### src/rtl/eicfg_regs.svh
// Offsets, field positions and reset values of the event mask register bank
`ifndef EICFG_REGS_SVH
`define EICFG_REGS_SVH

`define EICFG_EXT_CFG_OFS    16'h0152
`define EICFG_NET_MASK_OFS   16'h0200
`define EICFG_APP_MASK_OFS   16'h0204

`define EICFG_EXT_CFG_RST    16'h0000
`define EICFG_NET_MASK_RST   16'h0000
`define EICFG_APP_MASK_RST   32'h00ffff0f

`define EICFG_HB_BE_POL_BIT  2
`define EICFG_HB_NONPOST_BIT 1
`define EICFG_HB_ACK_DLY_BIT 0

`endif

### src/rtl/eicfg_pkg.sv
// Types shared by the event mask register bank
package eicfg_pkg;

  // Selected process data interface mode, driven by the interface control register
  typedef enum logic [2:0] {
    MODE_NONE       = 3'h0,
    MODE_PAR_IO     = 3'h1,
    MODE_SERIAL     = 3'h2,
    MODE_HOST_INDEX = 3'h3,
    MODE_HOST_MUX   = 3'h4,
    MODE_HOST_DEMUX = 3'h5
  } eicfg_mode_t;

endpackage

### src/rtl/eicfg_dec_if.sv
// Carrier between the register bank and its configuration word decoder
`timescale 1ns/1ns
interface eicfg_dec_if;
  eicfg_pkg::eicfg_mode_t mode;
  logic [15:0]            cfg;
  logic [31:0]            io_dir;
  logic [15:0]            io_open_drain;
  logic                   be_active_high;
  logic                   write_non_posted;
  logic                   read_ack_delayed;

  modport bank (output mode, output cfg, input io_dir, input io_open_drain,
                input be_active_high, input write_non_posted, input read_ack_delayed);
  modport dec  (input mode, input cfg, output io_dir, output io_open_drain,
                output be_active_high, output write_non_posted, output read_ack_delayed);
endinterface

### src/rtl/eicfg_event_bank.sv
// Extended interface configuration and event mask register bank
//
// Behaviour
// Parallel I/O mode: each config bit sets direction of one line pair, 1 output.
// Supplier keeps all pair direction bits zero while lines run bidirectional.
// Serial mode: upper eight bits pick push-pull or open drain per pair.
// Serial mode: lower eight bits set direction of pairs 15:14 down to 1:0.
// Host bus mode: bit 2 sets byte enable pin polarity, mux/demux only.
// Host bus mode: bit 1 chooses posted or non-posted internal write.
// Host bus mode: bit 0 chooses normal or delayed read ack removal.
// Config word read-only on both sides, resets to zero, loadable from EEPROM.
// Network mask bit one passes matching network event into frame event field.
// Network mask writable from network, read-only from host, resets zero.
// Application mask bit one routes matching application event to interrupt.
// Application mask writable from host, read-only from network, resets 00ffff0f.
// Multi-byte registers put least significant byte at lowest address.
// Config word meaning follows the currently selected interface mode.
// Interrupt asserted while any request and mask bit pair are both one.
// Frame event indication set while masked network requests are nonzero.
`timescale 1ns/1ns
`include "eicfg_regs.svh"
module eicfg_event_bank (
  input  wire logic                   clk_sys,
  input  wire logic                   resetn,
  input  wire eicfg_pkg::eicfg_mode_t iface_mode,
  input  wire logic                   eeprom_load,
  input  wire logic [15:0]            eeprom_cfg,
  input  wire logic [15:0]            net_addr,
  input  wire logic                   net_wr,
  input  wire logic                   net_rd,
  input  wire logic [7:0]             net_wdata,
  output logic      [7:0]             net_rdata,
  input  wire logic [15:0]            host_addr,
  input  wire logic                   host_wr,
  input  wire logic                   host_rd,
  input  wire logic [7:0]             host_wdata,
  output logic      [7:0]             host_rdata,
  input  wire logic [15:0]            net_event_req,
  input  wire logic [31:0]            app_event_req,
  input  wire logic                   irq_active_high,
  output logic      [15:0]            frame_event_field,
  output logic                        frame_event,
  output logic                        host_irq,
  output logic      [31:0]            io_dir,
  output logic      [15:0]            io_open_drain,
  output logic                        be_active_high,
  output logic                        write_non_posted,
  output logic                        read_ack_delayed
);

  // ********************************************
  // Register byte map
  // ********************************************

  // Byte view of the register space, least significant byte lowest
  function automatic logic [7:0] read_byte(input logic [15:0] a, input logic [15:0] cfg,
                                           input logic [15:0] nm, input logic [31:0] am);
    logic [7:0] r;
    r = 8'h00;
    if (a[15:1] == `EICFG_EXT_CFG_OFS >> 1) begin
      r = a[0] ? cfg[15:8] : cfg[7:0];
    end else if (a[15:1] == `EICFG_NET_MASK_OFS >> 1) begin
      r = a[0] ? nm[15:8] : nm[7:0];
    end else if (a[15:2] == `EICFG_APP_MASK_OFS >> 2) begin
      r = am[8*a[1:0] +: 8];
    end
    return r;
  endfunction

  function automatic logic in_net_mask(input logic [15:0] a);
    return a[15:1] == `EICFG_NET_MASK_OFS >> 1;
  endfunction

  function automatic logic in_app_mask(input logic [15:0] a);
    return a[15:2] == `EICFG_APP_MASK_OFS >> 2;
  endfunction

  // ********************************************
  // Register state
  // ********************************************

  logic [15:0] ext_cfg_q;
  logic [15:0] ext_cfg_d;
  logic [15:0] net_mask_q;
  logic [15:0] net_mask_d;
  logic [31:0] app_mask_q;
  logic [31:0] app_mask_d;
  logic [7:0]  net_rdata_q;
  logic [7:0]  net_rdata_d;
  logic [7:0]  host_rdata_q;
  logic [7:0]  host_rdata_d;

  always_comb begin
    ext_cfg_d    = ext_cfg_q;
    net_mask_d   = net_mask_q;
    app_mask_d   = app_mask_q;
    net_rdata_d  = net_rdata_q;
    host_rdata_d = host_rdata_q;
    // Neither side can write the config word; only the EEPROM loader can
    if (eeprom_load) begin
      ext_cfg_d = eeprom_cfg;
    end
    // Network side owns the network mask; host writes there are dropped
    if (net_wr && in_net_mask(net_addr)) begin
      net_mask_d[8*net_addr[0] +: 8] = net_wdata;
    end
    // Host side owns the application mask; network writes are dropped
    if (host_wr && in_app_mask(host_addr)) begin
      app_mask_d[8*host_addr[1:0] +: 8] = host_wdata;
    end
    // Read data is the value before any write of the same cycle
    if (net_rd) begin
      net_rdata_d = read_byte(net_addr, ext_cfg_q, net_mask_q, app_mask_q);
    end
    if (host_rd) begin
      host_rdata_d = read_byte(host_addr, ext_cfg_q, net_mask_q, app_mask_q);
    end
  end

  always_ff @(posedge clk_sys or negedge resetn) begin
    if (!resetn) begin
      ext_cfg_q    <= `EICFG_EXT_CFG_RST;
      net_mask_q   <= `EICFG_NET_MASK_RST;
      app_mask_q   <= `EICFG_APP_MASK_RST;
      net_rdata_q  <= 8'h00;
      host_rdata_q <= 8'h00;
    end else begin
      ext_cfg_q    <= ext_cfg_d;
      net_mask_q   <= net_mask_d;
      app_mask_q   <= app_mask_d;
      net_rdata_q  <= net_rdata_d;
      host_rdata_q <= host_rdata_d;
    end
  end

  assign net_rdata  = net_rdata_q;
  assign host_rdata = host_rdata_q;

  // ********************************************
  // Event routing
  // ********************************************

  logic [15:0] field_q;
  logic [15:0] field_d;
  logic        frame_ev_q;
  logic        frame_ev_d;
  logic        irq_q;
  logic        irq_d;

  always_comb begin
    field_d    = net_event_req & net_mask_q;
    frame_ev_d = |field_d;
    // Polarity applied here so the pin flop drives the final level
    irq_d      = (|(app_event_req & app_mask_q)) ~^ irq_active_high;
  end

  always_ff @(posedge clk_sys or negedge resetn) begin
    if (!resetn) begin
      field_q    <= 16'h0000;
      frame_ev_q <= 1'b0;
      irq_q      <= 1'b1;
    end else begin
      field_q    <= field_d;
      frame_ev_q <= frame_ev_d;
      irq_q      <= irq_d;
    end
  end

  assign frame_event_field = field_q;
  assign frame_event       = frame_ev_q;
  assign host_irq          = irq_q;

  // ********************************************
  // Mode dependent configuration outputs
  // ********************************************

  eicfg_dec_if dec_bus ();

  assign dec_bus.mode = iface_mode;
  assign dec_bus.cfg  = ext_cfg_q;

  eicfg_mode_decode u_decode (
    .d (dec_bus.dec)
  );

  logic [31:0] io_dir_q;
  logic [15:0] io_od_q;
  logic        be_pol_q;
  logic        nonpost_q;
  logic        ack_dly_q;

  // R02 is left to the supplier; no gating against bidirectional use here
  always_ff @(posedge clk_sys or negedge resetn) begin
    if (!resetn) begin
      io_dir_q  <= 32'h0000_0000;
      io_od_q   <= 16'h0000;
      be_pol_q  <= 1'b0;
      nonpost_q <= 1'b0;
      ack_dly_q <= 1'b0;
    end else begin
      io_dir_q  <= dec_bus.io_dir;
      io_od_q   <= dec_bus.io_open_drain;
      be_pol_q  <= dec_bus.be_active_high;
      nonpost_q <= dec_bus.write_non_posted;
      ack_dly_q <= dec_bus.read_ack_delayed;
    end
  end

  assign io_dir           = io_dir_q;
  assign io_open_drain    = io_od_q;
  assign be_active_high   = be_pol_q;
  assign write_non_posted = nonpost_q;
  assign read_ack_delayed = ack_dly_q;
endmodule

### src/rtl/eicfg_mode_decode.sv
// Decoder of the extended configuration word for the selected interface mode
`timescale 1ns/1ns
`include "eicfg_regs.svh"
module eicfg_mode_decode (
  eicfg_dec_if.dec d
);

  // Spread one bit per pair of lines over both lines of the pair
  function automatic logic [31:0] pair_spread(input logic [15:0] bits);
    logic [31:0] r;
    r = 32'h0000_0000;
    for (int i = 0; i < 16; i++) begin
      r[2*i]   = bits[i];
      r[2*i+1] = bits[i];
    end
    return r;
  endfunction

  always_comb begin
    d.io_dir           = 32'h0000_0000;
    d.io_open_drain    = 16'h0000;
    d.be_active_high   = 1'b0;
    d.write_non_posted = 1'b0;
    d.read_ack_delayed = 1'b0;
    unique case (d.mode)
      eicfg_pkg::MODE_PAR_IO: begin
        d.io_dir = pair_spread(d.cfg);
      end
      eicfg_pkg::MODE_SERIAL: begin
        d.io_dir        = pair_spread({8'h00, d.cfg[7:0]});
        d.io_open_drain = 16'(pair_spread({8'h00, d.cfg[15:8]}));
      end
      eicfg_pkg::MODE_HOST_INDEX: begin
        // Byte enable polarity has no meaning in the indexed variant
        d.write_non_posted = d.cfg[`EICFG_HB_NONPOST_BIT];
        d.read_ack_delayed = d.cfg[`EICFG_HB_ACK_DLY_BIT];
      end
      eicfg_pkg::MODE_HOST_MUX, eicfg_pkg::MODE_HOST_DEMUX: begin
        d.be_active_high   = d.cfg[`EICFG_HB_BE_POL_BIT];
        d.write_non_posted = d.cfg[`EICFG_HB_NONPOST_BIT];
        d.read_ack_delayed = d.cfg[`EICFG_HB_ACK_DLY_BIT];
      end
      default: begin
      end
    endcase
  end

endmodule

### config.mk
export PLATFORM = sky130hd
export DESIGN_NAME = eicfg_event_bank
export DESIGN_NICKNAME = d
export VERILOG_FILES = /design/src/rtl/eicfg_pkg.sv /design/src/rtl/eicfg_dec_if.sv /design/src/rtl/eicfg_event_bank.sv /design/src/rtl/eicfg_mode_decode.sv
export VERILOG_INCLUDE_DIRS = /design/src /design/src/rtl
export SDC_FILE = /design/constraint.sdc
export NUM_CORES = 1
export LEC_CHECK = 0
export ABC_AREA = 1
export BUFFER_PORTS_ARGS = -buffer_cell sky130_fd_sc_hd__buf_2
export CAP_MARGIN = 20
export CORE_MARGIN = 5
export CORE_UTILIZATION = 28
export CTS_BUF_LIST = sky130_fd_sc_hd__clkbuf_8
export DETAILED_ROUTE_END_ITERATION = 12
export GPL_TIMING_DRIVEN = 0
export PLACE_DENSITY = 0.59
export SKIP_CTS_REPAIR_TIMING = 1
export SYNTH_ARGS = -nofsm -noshare
export SYNTH_HDL_FRONTEND = slang
export SYNTH_SLANG_ARGS = --single-unit
### constraint.sdc
create_clock -name clk_sys -period 2.26 [get_ports clk_sys]
set_clock_uncertainty 0.1 [all_clocks]
set_input_delay 0.113 -clock clk_sys [delete_from_list [all_inputs] [get_ports clk_sys]]
set_output_delay 0.113 -clock clk_sys [all_outputs]
set_load 0.03 [all_outputs]
==> metrics.md <==
| Metric | Value |
|---|---|
| Outcome | `complete, but fails checks` |
| Failing checks | `hold timing` |
| Clock sinks | `125` |
| Design area | `0.009510 mm^2` |
| Grt ovf | `0` |
| Vias in the first global route | `6,946` |
| Achievable clock frequency | `about 680 MHz` |
| WL per Instance | `15.49 um` |
| Setup crit end kind | `register` |
| Post-DP HPWL | `19,610 um` |
| Via count | `roughly 7,300` |
| Placed standard-cell area | `0.008583 mm^2` |
| CP Launch Type | `input pin` |
| GRT met3 Usage | `0.04007` |
| Pins Over Slew Limit | `0` |
| RR Startpoint | `app_mask_q[21]$_DFFE_PN1P_` |
| Final Hold Vio Count | `2` |
| Combinational power share | `0.143` |
| Vias per cell | `between 4 and 5` |
| GR Util met2 | `0.2646` |
| Post-route insts no fill | `1,610` |
| DR DRC count | `0` |
| Initial Util | `0.2836` |
| Grt met1 use | `0.2385` |
| Crit path cell chain | `buf_2, buf_2, inv_1, buf_6, ha_1, nand2_1, buf_2, nor3_1, nand3_1, nand2_1` |
| P_leak | `5.425 nW` |
| Least-Margin Pin Slew | `0.5990 ns` |
| PD cells | `534.7 mW/mm^2` |
| Worst VDD drop | `slightly above 0.3 mV` |
| Post-synth ARST share | `1.000` |
| Total CTS buffers | `17` |
| Worst-skew pair later-pin latency | `roughly 0.45 ns` |
| Max Fanout on Critical Path | `12` |
| Overall routing resource usage | `0.1704` |
| Synth Instances | `992` |
| Sequential area share after synthesis | `0.4430` |
| NetSw | `about 1.6 mW` |
| Port bufs | `203` |
| Critical path's slowest cell | `ha_1` |
| CP required | `2.55 ns` |
| Pre-CTS WS | `0.3239 ns` |
| Post-synthesis register bit count | `between 100 and 150` |
| Synth top area cells | `dfrtp_1, nand2_1, nand3_1, dfstp_2, inv_1` |
| Fin worst setup slack | `0.7794 ns` |
| Number of max-cap violations | `0` |
| Antenna Nets Post-Route | `0` |
| RSZ-0062 raised after global routing | `false` |
| Mapped cell area | `0.007121 mm^2` |
| Critical path class | `input pin to register` |
| Die width | `169.5 um` |
| Pint | `3.487 mW` |
| I/O pin total | `208` |
| Min Tclk post-route | `1.481 ns` |
| Crit share post-route | `0.6551` |
| Crit path max-delay family | `buffers and inverters` |
| Antenna Cells | `0` |
| Wirelength, routed | `24,930 um` |
| Die Height | `169.5 um` |
| CTS H-tree lvls | `4` |
| Hold crit path type | `input pin to register` |
| Post-Place Cells | `1,526` |
| Post-synth EDFFs | `0` |
| Switching Share | `0.3142` |
| Top FF cell, synth | `dfrtp_1` |
| Post-synthesis cell type count | `29` |
| GPL Wtd Cong | `between 0.9 and 1` |
| Nets | `1,395` |
| HP Start | `app_event_req[29]` |
| Hold WS | `-0.01142 ns` |
| Flop pwr share | `0.454` |
| Clock transition at path regs | `0.08 ns` |
| Die area | `0.02872 mm^2` |
| Global-route wire length before repair | `38,150 um` |
| Max_slew headroom | `0.5992` |
| Slowest Stage Delay on Critical Path | `0.31 ns` |
| CTS tree | `yes` |
| Layout area overhead | `33.56%` |
| Core area | `0.02511 mm^2` |
| Clock tree buffer depth | `2` |
| Critical Path AT | `between 1.5 and 2 ns` |
| Crit path from | `host_addr[0]` |
| Largest net degree at the start of global routing | `88` |
| Antenna violations before repair | `1` |
| Syn nets | `1,120` |
| Grt peak-use layer | `met2` |
| CTS root buf | `clkbuf_8` |
| Top-area cell type share of the netlist area | `0.3655` |
| Setup violations, final | `0` |
| Initial DRC Count | `657` |
| WP buf/inv | `5` |
| Syn. warnings | `0` |
| First-pass DRT Iterations | `6` |
| Most common cell on crit path | `buf_2` |
| Share of cells above drive strength 1 | `0.2531` |
| Fillcell total | `2,741` |
| Area leader, netlist | `dfrtp_1` |
| Avg Cell Area, Syn | `7.178 um^2` |
| Clk pwr share | `0.403` |
| FP Rows | `58` |
## metal layers
metal | wire [um] | share of wire
met1 | 11250 | 0.45
met3 | 1679 | 0.067
met5 | 13 | 0.00052
met2 | 11570 | 0.46
met4 | 423 | 0.017
## cells in the final DEF, fill, tap and decap left out, types with 3 or more instances in the layout
| master | instances |
|---|---|
| buf_6 | 5 |
| clkbuf_1 | 15 |
| nor3_1 | 15 |
| nand2_1 | 361 |
| clkbuf_8 | 17 |
| o21ai_0 | 49 |
| dfrtp_1 | 104 |
| nor2_2 | 5 |
| buf_2 | 207 |
| nor2_1 | 90 |
| inv_8 | 3 |
| dlygate4sd3_1 | 52 |
| inv_1 | 106 |
| nor2_4 | 3 |
| nand3_1 | 136 |
| dfstp_2 | 21 |
| buf_4 | 30 |
| nand2_4 | 5 |
| ha_1 | 5 |
| buf_8 | 3 |
| inv_6 | 6 |
| nand4_1 | 18 |
## area by class of cell
type	instances	area, um^2	area share
buffer	60	440.4	0.04631
clock buffer	17	234.0	0.02460
clock inverter	15	172.7	0.01816
inverter	109	409.1	0.04302
multi-input combinational	698	3117	0.3277
sequential	125	3154	0.3317
tap	330	412.9	0.04342
timing repair buffer	256	1570	0.1651
## per-stage QoR
stage,hold WS (ns),utilization,power [mW],setup TNS (ns)
after floorplan,-0.2826,-,2.695,0
after global placement,0.2197,0.3405,2.993,-71.20
after detailed placement,-0.05220,0.3418,3.005,0
after CTS,-0.5527,0.3580,5.068,0
after global routing,0.004550,0.3788,5.326,0
final,-0.01142,0.3788,5.085,0
## final timing paths
check                                             endpoint  slack [ns]  cells after the start
worst max-delay path            app_mask_q[23]$_DFFE_PN1P_        0.78                     10
worst min-delay path                    host_irq$_DFF_PN1_       -0.01                      6
worst max register to register    net_rdata[5]$_DFFE_PN0P_        0.81                      8
worst min register to register    net_rdata[2]$_DFFE_PN0P_        0.38                      2
max in group asynchronous             io_dir[13]$_DFF_PN0_        1.28                      3
min in group asynchronous        app_mask_q[7]$_DFFE_PN0P_        0.04                      2
## tightest hold or removal path: cells and delay by family
family	cells	cell delay, ns
buf+inv	1	0.08
simple gates	5	0.33
## cells by family (layout without fill, tap and decap cells)
group                      after synthesis  after routing  share of synthesized area
AOI/OAI and AO/OA                       49             49                    0.03444
adders and majority gates                5              5                   0.008786
buffers and inverters                  169            457                     0.1193
DFF                                    125            125                     0.4430
and+or+nand+nor                        644            644                     0.3945
## cells in the mapped netlist (3+ instances only)
master and number:
nand2_4 5, nor3_1 15, buf_4 30, o21ai_0 49
dfstp_2 21, dfrtp_1 104, nand3_1 136, buf_6 4
nand4_1 18, nand2_1 361, nor2_2 5, buf_8 3
inv_1 106, ha_1 5, nor2_4 3, buf_2 5
clkbuf_1 15, nor2_1 90
## power groups by stage
stage / clock, mW / sequential, mW / combinational [mW]
2_1_floorplan: 0 / 2.38 / 0.314
3_3_place_gp: 0 / 2.35 / 0.642
3_5_place_dp: 0 / 2.35 / 0.653
4_1_cts: 2.10 / 2.31 / 0.656
5_1_grt: 2.21 / 2.31 / 0.806
6_report: 2.05 / 2.31 / 0.725
## state kept, by name (all words and copies together), names as in the netlist
name / flops
dec_bus.cfg: 16
write_non_posted: 1
io_dir: 16
frame_event_field: 16
host_irq: 1
net_rdata: 8
host_rdata: 8
be_active_high: 1
net_mask_q: 16
read_ack_delayed: 1
io_open_drain: 8
frame_event: 1
app_mask_q: 32
(Power assumes the default switching activity.)
